**src/bpg_defs.vh**
```
// register offsets, field positions, reset values and ratios of the bridge pwm generator
`ifndef BPG_DEFS_VH
`define BPG_DEFS_VH

`define BPG_A_UNIT_CTL      4'h0
`define BPG_A_DUTY_HIGH     4'h1
`define BPG_A_PERIOD_LIMIT  4'h2
`define BPG_A_PERIOD_CTL    4'h3
`define BPG_A_WIDE_CTL      4'h4
`define BPG_A_CMP_LOW       4'h5
`define BPG_A_CMP_HIGH      4'h6
`define BPG_A_WIDE_LOW      4'h7
`define BPG_A_WIDE_HIGH     4'h8
`define BPG_A_INT_STATUS    4'h9
`define BPG_A_INT_MASK      4'hA
`define BPG_A_PIN_CMD       4'hB

`define BPG_RST_UNIT_CTL    8'h00
`define BPG_RST_DUTY_HIGH   8'h00
`define BPG_RST_PERIOD_LIM  8'hFF
`define BPG_RST_PERIOD_CTL  8'h00
`define BPG_RST_WIDE_CTL    8'h00
`define BPG_RST_CMP         8'h00
`define BPG_RST_INT_MASK    3'h0

`define BPG_MODE_PWM        2'h3
`define BPG_MODE_CMP_CLR    4'h9

`define BPG_BR_SINGLE       2'h0
`define BPG_BR_FULL_FWD     2'h1
`define BPG_BR_HALF         2'h2
`define BPG_BR_FULL_REV     2'h3

`define BPG_F_BRIDGE_HI     7
`define BPG_F_BRIDGE_LO     6
`define BPG_F_DLSB_HI       5
`define BPG_F_DLSB_LO       4
`define BPG_F_POL_AC        1
`define BPG_F_POL_BD        0
`define BPG_F_WPRE_HI       5
`define BPG_F_WPRE_LO       4
`define BPG_F_WIDE_ON       0
`define BPG_F_PT_ON         2

`define BPG_IRQ_PERIOD      0
`define BPG_IRQ_MATCH       1
`define BPG_IRQ_WRAP        2
`define BPG_IRQ_N           3

`define BPG_OSC_PER_COUNT   6'h04

`endif

```
**src/bpg_tick.v**
```verilog
// prescaled count tick: one pulse per four times two-to-the-shift clocks for shift 0 to 4, every 64 clocks above that
`timescale 1ns/10ps
module bpg_tick (
    input  wire       clk_sys, // system oscillator clock
    input  wire       reset,   // synchronous, active high
    input  wire       run,     // counting enabled
    input  wire [2:0] shift,   // log2 of prescale ratio
    output wire       tick,    // one-cycle count pulse
    output wire [5:0] phase    // clocks since last tick
);
`include "bpg_defs.vh"

    reg  [5:0] cnt_r;
    reg  [5:0] cnt_nxt;
    wire [5:0] lim;

    // four oscillator clocks per count, times the ratio
    assign lim   = (`BPG_OSC_PER_COUNT << shift) - 6'h01;
    assign tick  = run && (cnt_r == lim);
    assign phase = cnt_r;

    always @* begin
        cnt_nxt = cnt_r;
        if (!run) begin
            cnt_nxt = 6'h00;
        end else if (tick) begin
            cnt_nxt = 6'h00;
        end else begin
            cnt_nxt = cnt_r + 6'h01;
        end
    end

    always @(posedge clk_sys) begin
        if (reset) begin
            cnt_r <= 6'h00;
        end else begin
            cnt_r <= cnt_nxt;
        end
    end

endmodule

```
**src/bpg_core.v**
```verilog
// bridge pwm generator: 10-bit pwm, bridge steering, 16-bit compare and interrupts
// Notes on behaviour
// RL1: the pwm waveform has a duty cycle set with 10-bit resolution.
// RL2: the pwm signal can be routed to bridge pins a, b or d by mode; pin c only ever carries a steady level.
// RL3: output modes are single on a, half-bridge on a and b, full forward and full reverse.
// RL4: in full-bridge the a/c pair and the b/d pair each choose active-high or active-low.
// RL5: pwm period is (period limit plus one) times four clocks times the period prescale.
// RL6: duty is the 8-bit duty byte above control bits 5:4, full scale 0x3FF.
// RL7: one control write selects pwm mode and sets both duty low bits together.
// RL8: in clear-on-match compare mode the pin goes low when the wide timer equals the compare.
// RL9: the wide timer prescale is 1:1, 1:2, 1:4 or 1:8 from its control bits 5:4.
// RL10: firmware sets the pin high while servicing the wide timer wrap interrupt, first.
// RL11: the wide timer counts per four clocks times prescale and wraps after 65536 counts.
// RL12: the firmware-assisted 16-bit pwm never reaches a full 100 percent duty.
// RL13: control bits 7:6 pick forward or reverse, all four pins driven in full-bridge.
// RL14: forward holds a active and modulates d; reverse holds c active and modulates b.
// RL15: output goes active at period restart and inactive when the count reaches duty.
// RL16: a new duty value takes effect only at the start of the next period.
//
// Decided for this implementation: the register addresses and the strobed register port.
`timescale 1ns/10ps
module bpg_core (
    input  wire       clk_sys,     // system oscillator clock
    input  wire       reset,       // synchronous, active high
    input  wire [3:0] reg_addr,    // register address
    input  wire [7:0] reg_wdata,   // write data
    input  wire       reg_wr,      // write strobe
    input  wire       reg_rd,      // read strobe
    output reg  [7:0] reg_rdata,   // read data, cycle after strobe
    output reg        bridge_out_a_o,  // pin a level
    output reg        bridge_out_a_oe, // pin a drive enable
    output reg        bridge_out_b_o,  // pin b level
    output reg        bridge_out_b_oe, // pin b drive enable
    output reg        bridge_out_c_o,  // pin c level
    output reg        bridge_out_c_oe, // pin c drive enable
    output reg        bridge_out_d_o,  // pin d level
    output reg        bridge_out_d_oe, // pin d drive enable
    output wire       irq              // level interrupt
);
`include "bpg_defs.vh"

    function is_pwm;
        input [7:0] ctl;
        begin
            is_pwm = (ctl[3:2] == `BPG_MODE_PWM);
        end
    endfunction

    function is_cmp_clr;
        input [7:0] ctl;
        begin
            is_cmp_clr = (ctl[3:0] == `BPG_MODE_CMP_CLR);
        end
    endfunction

    reg  [7:0]  unit_control_r;
    reg  [7:0]  duty_high_byte_r;
    reg  [7:0]  period_limit_r;
    reg  [7:0]  period_ctl_r;
    reg  [7:0]  wide_timer_control_r;
    reg  [7:0]  compare_low_byte_r;
    reg  [7:0]  compare_high_byte_r;
    reg  [`BPG_IRQ_N-1:0] int_status_r;
    reg  [`BPG_IRQ_N-1:0] int_mask_r;
    reg  [7:0]  period_timer_r;
    reg  [9:0]  duty_latch_r;
    reg  [15:0] wide_timer_r;
    reg         wide_upd_r;
    reg         cmp_pin_r;
    reg  [7:0]  rdata_nxt;
    reg  [3:0]  pin_o_nxt;
    reg  [3:0]  pin_oe_nxt;

    wire        wr_ctl;
    wire        pwm_on;
    wire        cmp_on;
    wire        wide_on;
    wire        pt_tick;
    wire [5:0]  pt_phase;
    wire [2:0]  pt_shift;
    wire        wt_tick;
    wire [2:0]  wt_shift;
    wire        period_end;
    wire [5:0]  pt_sub;
    wire [9:0]  ext_count;
    wire        pwm_raw;
    wire        pol_ac;
    wire        pol_bd;
    wire [15:0] cmp_val;
    wire        cmp_match;
    wire        wide_wrap;
    wire        clr_status;
    wire        pin_set_cmd;
    wire [`BPG_IRQ_N-1:0] evt;

    assign wr_ctl  = reg_wr && (reg_addr == `BPG_A_UNIT_CTL);
    assign pwm_on  = is_pwm(unit_control_r) && period_ctl_r[`BPG_F_PT_ON];
    assign cmp_on  = is_cmp_clr(unit_control_r);
    assign wide_on = wide_timer_control_r[`BPG_F_WIDE_ON];
    assign pol_ac  = unit_control_r[`BPG_F_POL_AC];
    assign pol_bd  = unit_control_r[`BPG_F_POL_BD];

    // period prescale 1, 4 or 16
    assign pt_shift = period_ctl_r[1] ? 3'h4 : (period_ctl_r[0] ? 3'h2 : 3'h0);

    // RL5 period timer tick
    bpg_tick u_period_tick (
        .clk_sys (clk_sys),
        .reset   (reset),
        .run     (pwm_on),
        .shift   (pt_shift),
        .tick    (pt_tick),
        .phase   (pt_phase)
    );

    // RL9 wide prescale select
    assign wt_shift = {1'b0, wide_timer_control_r[`BPG_F_WPRE_HI:`BPG_F_WPRE_LO]};

    // RL11 wide timer tick
    bpg_tick u_wide_tick (
        .clk_sys (clk_sys),
        .reset   (reset),
        .run     (wide_on),
        .shift   (wt_shift),
        .tick    (wt_tick),
        .phase   ()
    );

    // RL5 restart after limit count
    assign period_end = pt_tick && (period_timer_r == period_limit_r);

    // RL1 two sub-count bits below the timer
    assign pt_sub    = pt_phase >> pt_shift;
    assign ext_count = {period_timer_r, pt_sub[1:0]};

    // RL15 active from restart until count reaches duty
    assign pwm_raw = pwm_on && (ext_count < duty_latch_r);

    assign cmp_val   = {compare_high_byte_r, compare_low_byte_r};
    // RL8 equality seen once per timer step
    assign cmp_match = cmp_on && wide_upd_r && (wide_timer_r == cmp_val);
    assign wide_wrap = wt_tick && (wide_timer_r == 16'hFFFF);

    assign evt[`BPG_IRQ_PERIOD] = period_end;
    assign evt[`BPG_IRQ_MATCH]  = cmp_match;
    assign evt[`BPG_IRQ_WRAP]   = wide_wrap;

    assign clr_status  = reg_rd && (reg_addr == `BPG_A_INT_STATUS);
    // RL10 firmware raises pin from the wrap service
    assign pin_set_cmd = reg_wr && (reg_addr == `BPG_A_PIN_CMD) && reg_wdata[0];

    assign irq = |(int_status_r & int_mask_r);

    // register writes
    always @(posedge clk_sys) begin
        if (reset) begin
            unit_control_r       <= `BPG_RST_UNIT_CTL;
            duty_high_byte_r     <= `BPG_RST_DUTY_HIGH;
            period_limit_r       <= `BPG_RST_PERIOD_LIM;
            period_ctl_r         <= `BPG_RST_PERIOD_CTL;
            wide_timer_control_r <= `BPG_RST_WIDE_CTL;
            compare_low_byte_r   <= `BPG_RST_CMP;
            compare_high_byte_r  <= `BPG_RST_CMP;
            int_mask_r           <= `BPG_RST_INT_MASK;
        end else if (reg_wr) begin
            case (reg_addr)
                // RL7 mode and duty low bits in one write
                `BPG_A_UNIT_CTL: begin
                    unit_control_r <= reg_wdata;
                end
                `BPG_A_DUTY_HIGH: begin
                    duty_high_byte_r <= reg_wdata;
                end
                `BPG_A_PERIOD_LIMIT: begin
                    period_limit_r <= reg_wdata;
                end
                `BPG_A_PERIOD_CTL: begin
                    period_ctl_r <= reg_wdata;
                end
                `BPG_A_WIDE_CTL: begin
                    wide_timer_control_r <= reg_wdata;
                end
                `BPG_A_CMP_LOW: begin
                    compare_low_byte_r <= reg_wdata;
                end
                `BPG_A_CMP_HIGH: begin
                    compare_high_byte_r <= reg_wdata;
                end
                `BPG_A_INT_MASK: begin
                    int_mask_r <= reg_wdata[`BPG_IRQ_N-1:0];
                end
                default: begin
                end
            endcase
        end
    end

    // period timer and duty latch
    always @(posedge clk_sys) begin
        if (reset) begin
            period_timer_r <= 8'h00;
            duty_latch_r   <= 10'h000;
        end else if (!pwm_on) begin
            period_timer_r <= 8'h00;
            // RL6 duty byte above control bits 5:4
            duty_latch_r   <= {duty_high_byte_r,
                               unit_control_r[`BPG_F_DLSB_HI:`BPG_F_DLSB_LO]};
        end else if (period_end) begin
            period_timer_r <= 8'h00;
            // RL16 new duty only at period start
            duty_latch_r   <= {duty_high_byte_r,
                               unit_control_r[`BPG_F_DLSB_HI:`BPG_F_DLSB_LO]};
        end else if (pt_tick) begin
            period_timer_r <= period_timer_r + 8'h01;
        end
    end

    // wide timer, writable byte by byte
    always @(posedge clk_sys) begin
        if (reset) begin
            wide_timer_r <= 16'h0000;
            wide_upd_r   <= 1'b0;
        end else if (reg_wr && (reg_addr == `BPG_A_WIDE_LOW)) begin
            wide_timer_r <= {wide_timer_r[15:8], reg_wdata};
            wide_upd_r   <= 1'b0;
        end else if (reg_wr && (reg_addr == `BPG_A_WIDE_HIGH)) begin
            wide_timer_r <= {reg_wdata, wide_timer_r[7:0]};
            wide_upd_r   <= 1'b0;
        end else begin
            // RL11 wraps to zero after 65536 counts
            if (wt_tick) begin
                wide_timer_r <= wide_timer_r + 16'h0001;
            end
            wide_upd_r <= wt_tick;
        end
    end

    // compare-mode pin; firmware set wins over a same-cycle match
    always @(posedge clk_sys) begin
        if (reset) begin
            cmp_pin_r <= 1'b0;
        end else if (pin_set_cmd) begin
            cmp_pin_r <= 1'b1;
        end else if (cmp_match) begin
            // RL8 clear on match
            cmp_pin_r <= 1'b0;
        end
    end

    // sticky status, set wins over read clear
    genvar gi;
    generate
        for (gi = 0; gi < `BPG_IRQ_N; gi = gi + 1) begin : g_stat
            always @(posedge clk_sys) begin
                if (reset) begin
                    int_status_r[gi] <= 1'b0;
                end else if (evt[gi]) begin
                    int_status_r[gi] <= 1'b1;
                end else if (clr_status) begin
                    int_status_r[gi] <= 1'b0;
                end
            end
        end
    endgenerate

    // bridge steering
    always @* begin
        pin_o_nxt  = 4'h0;
        pin_oe_nxt = 4'h0;
        if (is_pwm(unit_control_r)) begin
            // RL2 route by output mode
            case (unit_control_r[`BPG_F_BRIDGE_HI:`BPG_F_BRIDGE_LO])
                // RL3 single output on a
                `BPG_BR_SINGLE: begin
                    pin_o_nxt[0]  = pwm_raw ^ pol_ac;
                    pin_oe_nxt[0] = 1'b1;
                end
                // RL3 half-bridge, b complements a
                `BPG_BR_HALF: begin
                    pin_o_nxt[0]  = pwm_raw ^ pol_ac;
                    pin_o_nxt[1]  = ~pwm_raw ^ pol_bd;
                    pin_oe_nxt[1:0] = 2'h3;
                end
                // RL14 forward: a active, d modulated
                `BPG_BR_FULL_FWD: begin
                    // RL4 pair polarity
                    pin_o_nxt[0] = ~pol_ac;
                    pin_o_nxt[1] = pol_bd;
                    pin_o_nxt[2] = pol_ac;
                    pin_o_nxt[3] = pwm_raw ^ pol_bd;
                    // RL13 all four driven
                    pin_oe_nxt   = 4'hF;
                end
                // RL14 reverse: c active, b modulated
                `BPG_BR_FULL_REV: begin
                    // RL4 pair polarity
                    pin_o_nxt[0] = pol_ac;
                    pin_o_nxt[1] = pwm_raw ^ pol_bd;
                    pin_o_nxt[2] = ~pol_ac;
                    pin_o_nxt[3] = pol_bd;
                    // RL13 all four driven
                    pin_oe_nxt   = 4'hF;
                end
                default: begin
                    pin_oe_nxt = 4'h0;
                end
            endcase
        end else if (cmp_on) begin
            // RL12 pin high only after firmware service
            pin_o_nxt[0]  = cmp_pin_r;
            pin_oe_nxt[0] = 1'b1;
        end
    end

    always @(posedge clk_sys) begin
        if (reset) begin
            bridge_out_a_o  <= 1'b0;
            bridge_out_b_o  <= 1'b0;
            bridge_out_c_o  <= 1'b0;
            bridge_out_d_o  <= 1'b0;
            bridge_out_a_oe <= 1'b0;
            bridge_out_b_oe <= 1'b0;
            bridge_out_c_oe <= 1'b0;
            bridge_out_d_oe <= 1'b0;
        end else begin
            bridge_out_a_o  <= pin_o_nxt[0];
            bridge_out_b_o  <= pin_o_nxt[1];
            bridge_out_c_o  <= pin_o_nxt[2];
            bridge_out_d_o  <= pin_o_nxt[3];
            bridge_out_a_oe <= pin_oe_nxt[0];
            bridge_out_b_oe <= pin_oe_nxt[1];
            bridge_out_c_oe <= pin_oe_nxt[2];
            bridge_out_d_oe <= pin_oe_nxt[3];
        end
    end

    // read mux
    always @* begin
        case (reg_addr)
            `BPG_A_UNIT_CTL:     rdata_nxt = unit_control_r;
            `BPG_A_DUTY_HIGH:    rdata_nxt = duty_high_byte_r;
            `BPG_A_PERIOD_LIMIT: rdata_nxt = period_limit_r;
            `BPG_A_PERIOD_CTL:   rdata_nxt = period_ctl_r;
            `BPG_A_WIDE_CTL:     rdata_nxt = wide_timer_control_r;
            `BPG_A_CMP_LOW:      rdata_nxt = compare_low_byte_r;
            `BPG_A_CMP_HIGH:     rdata_nxt = compare_high_byte_r;
            `BPG_A_WIDE_LOW:     rdata_nxt = wide_timer_r[7:0];
            `BPG_A_WIDE_HIGH:    rdata_nxt = wide_timer_r[15:8];
            `BPG_A_INT_STATUS:   rdata_nxt = {5'h00, int_status_r};
            `BPG_A_INT_MASK:     rdata_nxt = {5'h00, int_mask_r};
            `BPG_A_PIN_CMD:      rdata_nxt = {bridge_out_d_o, bridge_out_c_o,
                                              bridge_out_b_o, bridge_out_a_o,
                                              3'h0, cmp_pin_r};
            default:             rdata_nxt = 8'h00;
        endcase
    end

    always @(posedge clk_sys) begin
        if (reset) begin
            reg_rdata <= 8'h00;
        end else if (reg_rd) begin
            reg_rdata <= rdata_nxt;
        end else begin
            reg_rdata <= 8'h00;
        end
    end

endmodule

```
**config.mk**
```make
export PLATFORM = sky130hd
export DESIGN_NAME = bpg_core
export DESIGN_NICKNAME = d
export VERILOG_FILES = /design/src/bpg_tick.v /design/src/bpg_core.v
export VERILOG_INCLUDE_DIRS = /design/src /design/src/src
export SDC_FILE = /design/constraint.sdc
export NUM_CORES = 1
export LEC_CHECK = 0
export ABC_AREA = 1
export BUFFER_PORTS_ARGS = -buffer_cell sky130_fd_sc_hd__buf_2
export CORE_MARGIN = 8
export CORE_UTILIZATION = 45
export DETAILED_ROUTE_END_ITERATION = 10
export MAX_ROUTING_LAYER = met4
export PLACE_DENSITY = 0.7
export SYNTH_ARGS = -nofsm -noshare
export SYNTH_HDL_FRONTEND = slang
export SYNTH_HIERARCHICAL = 1
export SYNTH_SLANG_ARGS = --single-unit
```
**constraint.sdc**
```tcl
create_clock -name clk_sys -period 7 [get_ports clk_sys]
set_clock_uncertainty 0.1 [all_clocks]
set_input_delay 0 -clock clk_sys [delete_from_list [all_inputs] [get_ports clk_sys]]
set_output_delay 0 -clock clk_sys [all_outputs]
set_load 0.03 [all_outputs]
```
==> metrics.md, run 1 <==
| Metric | Value |
|---|---|
| Area delta synth->final | 15.3% |
| Die W | between 100 and 150 um |
| Worst R2R Start | period_ctl_r[1]$_SDFFE_PP0P_ |
| Worst setup SP type | flop |
| Vias in the first global route | 5,741 |
| CTS clk-pin slew, worst paths | about 60 ps |
| Power density cells | approximately 220 nW/um^2 |
| Number of remaining DRC errors | 0 |
| Dpl hpwl | between 10,000 and 15,000 um |
| CP startpoint | period_ctl_r[1]$_SDFFE_PP0P_ |
| Clock latency on the worst-skew pair | 420 ps |
| Min-delay src | reg_addr[3] |
| VDD IR max | 143 uV |
| Core area | ~14,000 um^2 |
| Fin cells | ~1,200 |
| Depth of the CTS H-tree | 4 |
| CP arrival | between 3000 and 4000 ps |
| Status | complete, no violations |
| Synth top area share | 38.0% |
| RSZ-0062 raised after global routing | no |
| Die height | 137 um |
| Sum Neg Setup Slack | 0 ps |
| Avg Vias per Cell | around 5.4 |
| First-pass iteration count of the detailed router | 8 |
| Placed insts | approximately 1,100 |
| Rows | 44 |
| Max-slew violation count | 0 |
| Initial core utilization | 45.6% |
| Post-synth top flop | dfxtp_1 |
| Required @ worst endpoint | 7200 ps |
| Fmax | between 0.2 and 0.3 GHz |
| Crit share post-route | about half |
| Initial DRC count | between 600 and 700 |
| Crit path max fanout | 22 |
| Pin count of the biggest net entering global routing | between 60 and 70 |
| Fin nets | roughly 1,000 |
| Setup Fix Bufs, Post-CTS | 0 |
| Final Wtd Congestion | 0.913 |
| Tmin final | around 3400 ps |
| Setup violators final | 0 |
| Syn_area_per_cell | between 6 and 7 um^2 |
| EDFF count, synth | 0 |
| Synth unique cells | 43 |
| Leak | ~3 nW |
| Die area | 18,800 um^2 |
| Total GRT Usage | a little over a fifth |
| Synth Register Bits | ~130 |
| Hold Vio Cnt, Final | 0 |
| Kind of critical path | reg2reg |
| Clock root cell | clkbuf_16 |
| Hold Crit Class | in2reg |
| Sequential fraction of the synthesis area | between 30% and 40% |
| Cts bufs inserted | 17 |
| Top cells by area, synth | dfxtp_1, nand2_1, inv_1 |
| Number of antenna violations at the first check in global routing | 0 |
| Clk sink count | 125 |
| CP endpoint kind | flop |
| Diode count | 0 |
| Boundary Pins | 33 |
| Share of cells above drive strength 1 | between 10% and 20% |
| First-pass GRT wire length | about 30,000 um |
| CTS tree | built |
| Vias | about 6,400 |
| Filler cells | between 1,000 and 1,500 |
| Post-Synthesis Cells | 947 |
| CTS Buffer Depth | 2 |
| Grt ovf | 0 |
| Synth warnings | 6 |
| Drt wl/cell | roughly 16 um |
| Total length of routed wires | 18,700 um |
| Max-capacitance violation count | 0 |
| Worst-Margin Slew | between 800 and 900 ps |
| Slew headroom | 45.8% |
| Final ANT Viol Nets | 0 |
| FFs w/ async S/R, synth | 0% |
| Count of input and output buffers | 32 |
| Post-synthesis cell area | around 6600 um^2 |
| Synth area leader | dfxtp_1 |
==> metal layers <==
layer	GRT usage (%)	vias up	part of all wire (%)	routed length, um
met4	7.12	0	2.1	388
met1	29.4	2895	49	9090
li1	-	3198	-	-
met5	-	-	0	0
met2	30.7	231	43	8070
met3	4.00	41	6.2	1150
==> Yosys cell counts, types with 11 or more instances <==
library cell  instances
nand3_1              67
nand4_1              14
o22ai_1              24
nor2_1               72
o21ai_0              59
inv_2                12
clkbuf_1             19
nand2_1             188
a21oi_1              94
o211ai_1             11
nor3_1               14
ha_1                 15
xor2_1               14
inv_1               135
dfxtp_1             125
==> repair_timing <==
action	4_1_cts	5_1_grt
hold buffers	13	0
gates resized for setup	0	0
hold endpoints to repair	79	0
==> where the power goes <==
part	total [mW]	internal (mW)	switching, mW
Clock	0.879	0.542	0.337
Sequential	0.728	0.721	0.00657
Combinational	0.0992	0.0295	0.0696
Total	1.71	1.29	0.413
==> layout by cell type (no fill, tap or decap), drive strengths merged, types with 14 or more instances in the layout <==
master and n:
a21oi 96, buf 34, clkbuf 19, dfxtp 125
ha 15, inv 150, nand2 199, nand3 70
nand4 14, nor2 81, nor3 17, o21ai 62
o22ai 24, xor2 14
==> cell families after synthesis <==
logic type	synth area share (%)
compound gates	19.2
xor+xnor	2.66
buf+inv	10.8
flops	38.0
other cells	0.0570
fa+ha+maj	2.85
simple gates	26.4
==> state kept, by name, summed over array words and instances (netlist names), 3 cells and up <==
name,cells
duty_high_byte_r,8
compare_low_byte_r,8
wide_timer_control_r,8
wide_timer_r,16
u_wide_tick/phase,6
u_period_tick/phase,6
int_mask_r,3
duty_latch_r,10
compare_high_byte_r,8
period_timer_r,8
reg_rdata,8
int_status_r,3
period_ctl_r,8
period_limit_r,8
is_pwm.ctl,8
==> cell type report <==
cell class,instances,area [um^2],share of cell area [%]
inverters,150,571,7.52
clock buffers,19,453,5.97
well taps,184,230,3.03
multi-input cells,644,3390,44.6
clock inverters,13,143,1.88
flip-flops and latches,125,2500,33.0
repair buffers,47,305,4.02
==> final timing paths <==
kind                                     to  slack, ps  cells after the start
max          period_timer_r[5]$_SDFFE_PP0P_       3600                     15
min            wide_timer_r[6]$_SDFFE_PP0P_         40                      6
max reg2reg  period_timer_r[5]$_SDFFE_PP0P_       3600                     15
min reg2reg    period_ctl_r[7]$_SDFFE_PP0P_        350                      2
==> stage by stage <==
stage | worst slack (ps) | instance area (um^2) | total power, mW | hold slack, ps | utilization [%]
finish | 3600 | 7590 | 1.71 | 36.4 | 52.6
global route | 3220 | 7590 | 1.76 | 56.0 | 52.6
CTS | 3600 | 7590 | 1.71 | 8.43 | 52.6
detailed placement | 3630 | 6860 | 0.835 | 313 | 47.6
global placement | 3750 | 6860 | 0.834 | 305 | 47.6
floorplan | 4500 | 6600 | 0.807 | 30.4 | -
==> critical path, cell delays in order (launching register included) <==
cell and delay [ps]:
dfxtp_1 460, nor2_1 110, nor2_2 170, nand2_2 70, ha_1 290, inv_1 40, nand2_1 50, nand3_1 80
nor2_2 100, nand3_2 110, inv_1 180, o21ai_0 110, nor3_1 200, nand3_1 610, nand3_1 510, nor3_1 80
Power figures use the tool's default switching activity.
==> inputs of run 2 (changes only) <==
--- a/config.mk
+++ b/config.mk
@@ -6,13 +6,13 @@
 export SDC_FILE = /design/constraint.sdc
 export NUM_CORES = 1
 export LEC_CHECK = 0
-export ABC_AREA = 1
+export ABC_AREA = 0
 export BUFFER_PORTS_ARGS = -buffer_cell sky130_fd_sc_hd__buf_2
 export CORE_MARGIN = 8
 export CORE_UTILIZATION = 45
 export DETAILED_ROUTE_END_ITERATION = 10
 export MAX_ROUTING_LAYER = met4
-export PLACE_DENSITY = 0.7
+export PLACE_DENSITY = 0.72
 export SYNTH_ARGS = -nofsm -noshare
 export SYNTH_HDL_FRONTEND = slang
 export SYNTH_HIERARCHICAL = 1
==> constraint.sdc (replaced) <==
create_clock -name clk_sys -period 3.1 [get_ports clk_sys]
set_clock_uncertainty 0.1 [all_clocks]
set_input_delay 0 -clock clk_sys [delete_from_list [all_inputs] [get_ports clk_sys]]
set_output_delay 0 -clock clk_sys [all_outputs]
set_load 0.03 [all_outputs]
==> metrics.md, run 2 <==
| Metric | Value |
|---|---|
| Cts bufs inserted | 17 (unchanged) |
| CP max stage cell | or3_2 |
| EDFF count, synth | 0 (unchanged) |
| Required @ worst endpoint | 3320 ps (-3880 ps) |
| Die area | 19,000 um^2 (+1.3%) |
| Post-synth top cells | dfxtp_1, nor2_1, nand2_1 |
| Leak | 2.91 nW (-5.1%) |
| Most frequent cells in the layout | dfxtp_1, nor2_1, nand2_1, mux2i_1, a21oi_1 |
| CTS tree | built |
| Hold Crit Class | in2reg |
| Dpl hpwl | 12,700 um (-3.1%) |
| Crit path largest cell delay | 500 ps (-110 ps) |
| Critical path, cell by cell | or3_2, ha_1, xor2_1, nand3_1, nor2_2, and2_2, nand2_2, or3_1, a311oi_1 |
| Initial core utilization | 45.9% (+0.30 points) |
| Crit share post-route | 91.7% (+43 points) |
| Core area | 14,500 um^2 (+0.76%) |
| Die height | 138 um (+0.63%) |
| Tmin final | 2840 ps (-560 ps) |
| Count of input and output buffers | 32 (unchanged) |
| Biggest regs | wide_timer_r x16, duty_latch_r x10 |
| Place WS | 229 ps (-3400 ps) |
| Syn_area_per_cell | 8.49 um^2 (+22%) |
| Synth area leader | dfxtp_1 |
| Boundary Pins | 33 (unchanged) |
| Setup violators final | 0 (unchanged) |
| Synth Register Bits | 125 (unchanged) |
| Filler cells | 1,391 (-1.4%) |
| Vias in the first global route | 5,378 (-6.3%) |
| Setup Fix Bufs, Post-CTS | 0 (unchanged) |
| Most common cell after layout, fill and taps aside | dfxtp_1 |
| Depth of the CTS H-tree | 4 (unchanged) |
| Area delta synth->final | 14.3% |
| Top cells by area, synth | dfxtp_1, mux2i_1, nor2_1 |
| Grt ovf | 0 (unchanged) |
| Fin nets | 853 (-16%) |
| Hold Vio Cnt, Final | 0 (unchanged) |
| Placed insts | 975 (-14%) |
| Tot Pwr | 3.74 mW (+120%) |
| Sum Neg Setup Slack | 0 ps (unchanged) |
| CP endpoint kind | flop |
| CP arrival | 3060 ps (-540 ps) |
| Max reg flops | 16 (unchanged) |
| Synth warnings | 6 (unchanged) |
| Pin count of the biggest net entering global routing | 44 (-33%) |
| Fmax | 0.352 GHz (+20%) |
| Clk sink count | 125 (unchanged) |
| Avg Vias per Cell | 5.75 (+6.8%) |
| Clock root cell | clkbuf_16 |
| CTS clk-pin slew, worst paths | 50 ps (about the same) |
| Number of antenna violations at the first check in global routing | 1 (+1) |
| Post-Synthesis Cells | 786 (-17%) |
| First-pass GRT wire length | 29,200 um (-4.0%) |
| Rows | 44 (unchanged) |
| Share of cells above drive strength 1 | 12.8% (+1.7 points) |
| Vias | 5,864 (-7.9%) |
| Top-count cell post-synth | dfxtp_1 |
| Initial DRC count | 584 (-6.9%) |
| Crit path max fanout | 9 (-59%) |
| Final Wtd Congestion | 0.941 (+3.2%) |
| Max-slew violation count | 0 (unchanged) |
| Final ANT Viol Nets | 0 (unchanged) |
| Synth unique cells | 66 (+53%) |
| Post-synth top flop | dfxtp_1 |
| First-pass iteration count of the detailed router | 6 (-2) |
| Total GRT Usage | 20.5% (-0.88 points) |
| Clock latency on the worst-skew pair | 410 ps (about the same) |
| FFs w/ async S/R, synth | 0% (unchanged) |
| Total length of routed wires | 18,400 um (-1.6%) |
| CTS Buffer Depth | 2 (unchanged) |
| Status | complete, no violations |
| Worst-Margin Slew | 757 ps (-54.4 ps) |
| Biggest register | wide_timer_r |
| Max-capacitance violation count | 0 (unchanged) |
| Worst setup SP type | flop |
| Synth top area share | 37.5% (-0.53 points) |
| Sequential fraction of the synthesis area | 37.5% (-0.53 points) |
| Fin cells | 1,020 (-14%) |
| RSZ-0062 raised after global routing | no |
| Power density cells | 490 nW/um^2 (+120%) |
| Post-synthesis cell area | 6680 um^2 (+1.4%) |
| Number of remaining DRC errors | 0 (unchanged) |
| Die W | 138 um (+0.63%) |
| Final worst slack | 258 ps (-3340 ps) |
| Slew headroom | 49.2% (+3.4 points) |
| VDD IR max | 359 uV (+150%) |
| Drt wl/cell | 18.0 um (+14%) |
| Kind of critical path | reg2reg |
==> run 2: final timing paths <==
| path | start | end | slack, ps | cells after the start |
|---|---|---|---|---|
| max reg2reg | wide_timer_control_r[5]$_SDFFE_PP0P_ | wide_timer_r[3]$_SDFFE_PP0P_ | 260 | 9 |
| min | reg_addr[1] | reg_rdata[3]$_SDFF_PP0_ | 90 | 5 |
| max | wide_timer_control_r[5]$_SDFFE_PP0P_ | wide_timer_r[3]$_SDFFE_PP0P_ | 260 | 9 |
| min reg2reg | u_wide_tick/phase[0]$_SDFF_PP0_ | u_wide_tick/phase[0]$_SDFF_PP0_ | 350 | 1 |
==> run 2: routing by layer <==
metal	track usage, %	vias up	routed length (um)
li1	-	2822	-
met1	25.9	2770	7900
met2	31.2	237	8630
met3	5.00	35	1470
met4	7.22	0	414
met5	-	-	0
==> run 2: cells by family after synthesis <==
group,count (synthesis),synth area share [%]
DFF,125,37.5
adders and majority gates,15,2.81
xor gates and xnor gates,51,6.69
muxes,64,10.8
AOI/OAI and AO/OA,141,13.6
buffers and inverters,75,5.36
and+or+nand+nor,314,23.3
other,1,0.0562
==> run 2: worst max-delay path: cells and delay by family (launching register included) <==
| family | cells | cell delay [ps] |
|---|---|---|
| and+or+nand+nor | 6 | 1510 |
| DFF | 1 | 360 |
| adders and majority gates | 1 | 310 |
| AOI/OAI and AO/OA | 1 | 290 |
| xor gates and xnor gates | 1 | 180 |
==> run 2: per-stage QoR <==
stage | hold slack [ps] | instance area, um^2 | util, %
finish | 89.5 | 7630 | 52.5
global route | 174 | 7630 | 52.5
CTS | 58.3 | 7620 | 52.5
detailed placement | 277 | 6960 | 47.9
global placement | 278 | 6960 | 47.9
floorplan | 63.4 | 6710 | -
==> run 2: area by class of cell <==
type | instances | area, um^2 | area share, %
Antenna cell | 1 | 2.50 | 0.0328
Clock inverter | 7 | 62.6 | 0.820
Clock buffer | 25 | 485 | 6.36
Sequential cell | 125 | 2500 | 32.8
Tap cell | 184 | 230 | 3.02
Inverter | 20 | 75.1 | 0.984
Timing Repair Buffer | 62 | 415 | 5.45
Multi-Input combinational cell | 596 | 3850 | 50.5
==> run 2: power by group <==
group / total [mW] / switching (mW) / internal [mW] / leakage, nW
logic: 0.244 / 0.159 / 0.0851 / 1.63
registers: 1.64 / 0.0183 / 1.62 / 1.01
clock network: 1.85 / 0.696 / 1.16 / 0.271
==> run 2: repair_timing <==
item | 4_1_cts | 5_1_grt
resized for setup | 0 | 1
endpoints found under the setup margin | 0 | 1
endpoints found under the hold margin | 83 | 0
hold buffers | 12 | 0
==> inputs of run 3 (changes only) <==
--- a/config.mk
+++ b/config.mk
@@ -11,6 +11,7 @@
 export CORE_MARGIN = 8
 export CORE_UTILIZATION = 45
 export DETAILED_ROUTE_END_ITERATION = 10
+export HOLD_SLACK_MARGIN = 0.1
 export MAX_ROUTING_LAYER = met4
 export PLACE_DENSITY = 0.72
 export SYNTH_ARGS = -nofsm -noshare
==> metrics.md, run 3 (synthesis results as in run 2) <==
| Metric | Value |
|---|---|
| Status | complete, no violations |
| Max-slew violation count | 0 (unchanged) |
| Slew headroom | 48.5% (-0.65 points) |
| Worst-Margin Slew | 766 ps (+9.62 ps) |
| First-pass iteration count of the detailed router | 6 (unchanged) |
| CP startpoint | wide_timer_control_r[5]$_SDFFE_PP0P_ |
| Final worst slack | 262 ps (+4.12 ps) |
| Setup violators final | 0 (unchanged) |
| Placed cell area | 6960 um^2 (unchanged) |
| Setup crit end | wide_timer_r[3]$_SDFFE_PP0P_ |
| Setup Fix Bufs, Post-CTS | 0 (unchanged) |
| Biggest regs | wide_timer_r x16, duty_latch_r x10 |
| Psw | 0.877 mW (+0.43%) |
| WHS | 157 ps (+67.5 ps) |
| Dpl hpwl | 12,700 um (unchanged) |
| CTS clk-pin slew, worst paths | 60 ps (about the same) |
| Worst setup SP type | flop |
| CP arrival | 3050 ps (about the same) |
| CTS Buffer Depth | 2 (unchanged) |
| Hold Vio Cnt, Final | 0 (unchanged) |
| Biggest register | wide_timer_r |
| Placed insts | 975 (unchanged) |
| Clock root cell | clkbuf_16 |
| Reg-to-Reg End | wide_timer_r[3]$_SDFFE_PP0P_ |
| Tmin final | 2840 ps (-4.12 ps) |
| Area delta synth->final | 14.4% (about the same) |
| Avg Vias per Cell | 5.75 (about the same) |
| Number of remaining DRC errors | 0 (unchanged) |
| Rows | 44 (unchanged) |
| Max reg flops | 16 (unchanged) |
| Die W | 138 um (unchanged) |
| Max-capacitance violation count | 0 (unchanged) |
| Reg2Reg Depth | 9 (unchanged) |
| Place WS | 229 ps (unchanged) |
| Fin nets | 854 (+0.12%) |
| Logic pwr share | 6.5% (about the same) |
| Filler cells | 1,390 (-0.072%) |
| Switching Share | 23.4% (+0.072 points) |
| Reg-to-reg slack, setup | 260 ps (about the same) |
| Depth of the CTS H-tree | 4 (unchanged) |
| Vias | 5,863 (-0.017%) |
| Crit path max fanout | 9 (unchanged) |
| Diode count | 0 (-1) |
| Final ANT Viol Nets | 0 (unchanged) |
| CTS tree | built |
| Fin cells | 1,020 (unchanged) |
| Required @ worst endpoint | 3310 ps (about the same) |
| Share of cells above drive strength 1 | 12.8% (-0.015 points) |
| P_int | 2.87 mW (about the same) |
| Vias in the first global route | 5,381 (+0.056%) |
| First-pass GRT wire length | 29,200 um (about the same) |
| Grt ovf | 0 (unchanged) |
| Clk pwr share | 49.6% (about the same) |
| Register share of total power | 43.9% (about the same) |
| Die height | 138 um (unchanged) |
| Die area | 19,000 um^2 (unchanged) |
| Power density cells | 491 nW/um^2 (about the same) |
| Total length of routed wires | 18,400 um (about the same) |
| CP endpoint kind | flop |
| Count of input and output buffers | 32 (unchanged) |
| Sum Neg Setup Slack | 0 ps (unchanged) |
| Finished Core Util | 52.5% (about the same) |
| Worst R2R Start | wide_timer_control_r[5]$_SDFFE_PP0P_ |
| Most common cell after layout, fill and taps aside | dfxtp_1 |
| Final Instance Area | 7630 um^2 (about the same) |
| Clock latency on the worst-skew pair | 410 ps (about the same) |
| Initial core utilization | 45.9% (unchanged) |
| Initial DRC count | 530 (-9.2%) |
| Leak | 2.91 nW (+0.14%) |
| Crit share post-route | 91.5% (-0.13 points) |
| Core area | 14,500 um^2 (unchanged) |
| Clk sink count | 125 (unchanged) |
| Fmax | 0.352 GHz (+0.15%) |
| Final Wtd Congestion | 0.941 (unchanged) |
| Tot Pwr | 3.75 mW (+0.12%) |
| RSZ-0062 raised after global routing | no |
| Cts bufs inserted | 17 (unchanged) |
| Kind of critical path | reg2reg |
| Drt wl/cell | 18.0 um (about the same) |
| Number of antenna violations at the first check in global routing | 0 (-1) |
| Total GRT Usage | 20.5% (unchanged) |
| Boundary Pins | 33 (unchanged) |
| Most frequent cells in the layout | dfxtp_1, nor2_1, nand2_1, mux2i_1, a21oi_1 |
| Pin count of the biggest net entering global routing | 44 (unchanged) |
| Hold Crit Class | in2reg |
| VDD IR max | 361 uV (+0.48%) |
-- run 3: layer usage --
layer	GRT usage, %	share of wire, %	vias up
li1	-	-	2826
met1	26.0	44	2772
met2	31.2	47	226
met3	4.81	7.1	39
met4	7.22	2.3	0
met5	-	0	-
-- run 3: power groups by stage --
stage,registers (mW),logic (mW),clock network [mW]
finish,1.64,0.245,1.86
global route,1.64,0.264,1.96
CTS,1.64,0.241,1.88
detailed placement,1.68,0.227,0
global placement,1.68,0.227,0
floorplan,1.67,0.165,0
-- run 3: final cells by class --
class                   instances  area (um^2)  area share, %
clock buffers                  25          485           6.36
clock inverters                 7         62.6          0.819
multi-input cells             596         3850           50.5
well taps                     184          230           3.02
flip-flops and latches        125         2500           32.8
inverters                      20         75.1          0.983
repair buffers                 63          425           5.57
-- run 3: worst min path at each step --
stage / startpoint / to / cells after the start
2_1_floorplan: reset / u_wide_tick/phase[1]$_SDFF_PP0_ / 3
6_report: reg_addr[3] / reg_rdata[1]$_SDFF_PP0_ / 4
3_5_place_dp: reg_wr / cmp_pin_r$_SDFFE_PP0P_ / 3
3_3_place_gp: reg_wr / cmp_pin_r$_SDFFE_PP0P_ / 3
5_1_grt: reg_addr[3] / reg_rdata[1]$_SDFF_PP0_ / 4
4_1_cts: reg_addr[3] / reg_rdata[0]$_SDFF_PP0_ / 3
-- run 3: timing repair --
item                       in CTS  in global routing
hold endpoints to repair       91                  0
setup endpoints to repair       0                  1
gates resized for setup         0                  1
hold buffers                   13                  0
-- run 3: critical path: stages, from the launching register on --
cell and delay (ps):
dfxtp_1 360, or3_2 490, ha_1 310, xor2_1 180, nand3_1 110, nor2_2 120, and2_2 240, nand2_2 150
or3_1 370, a311oi_1 290
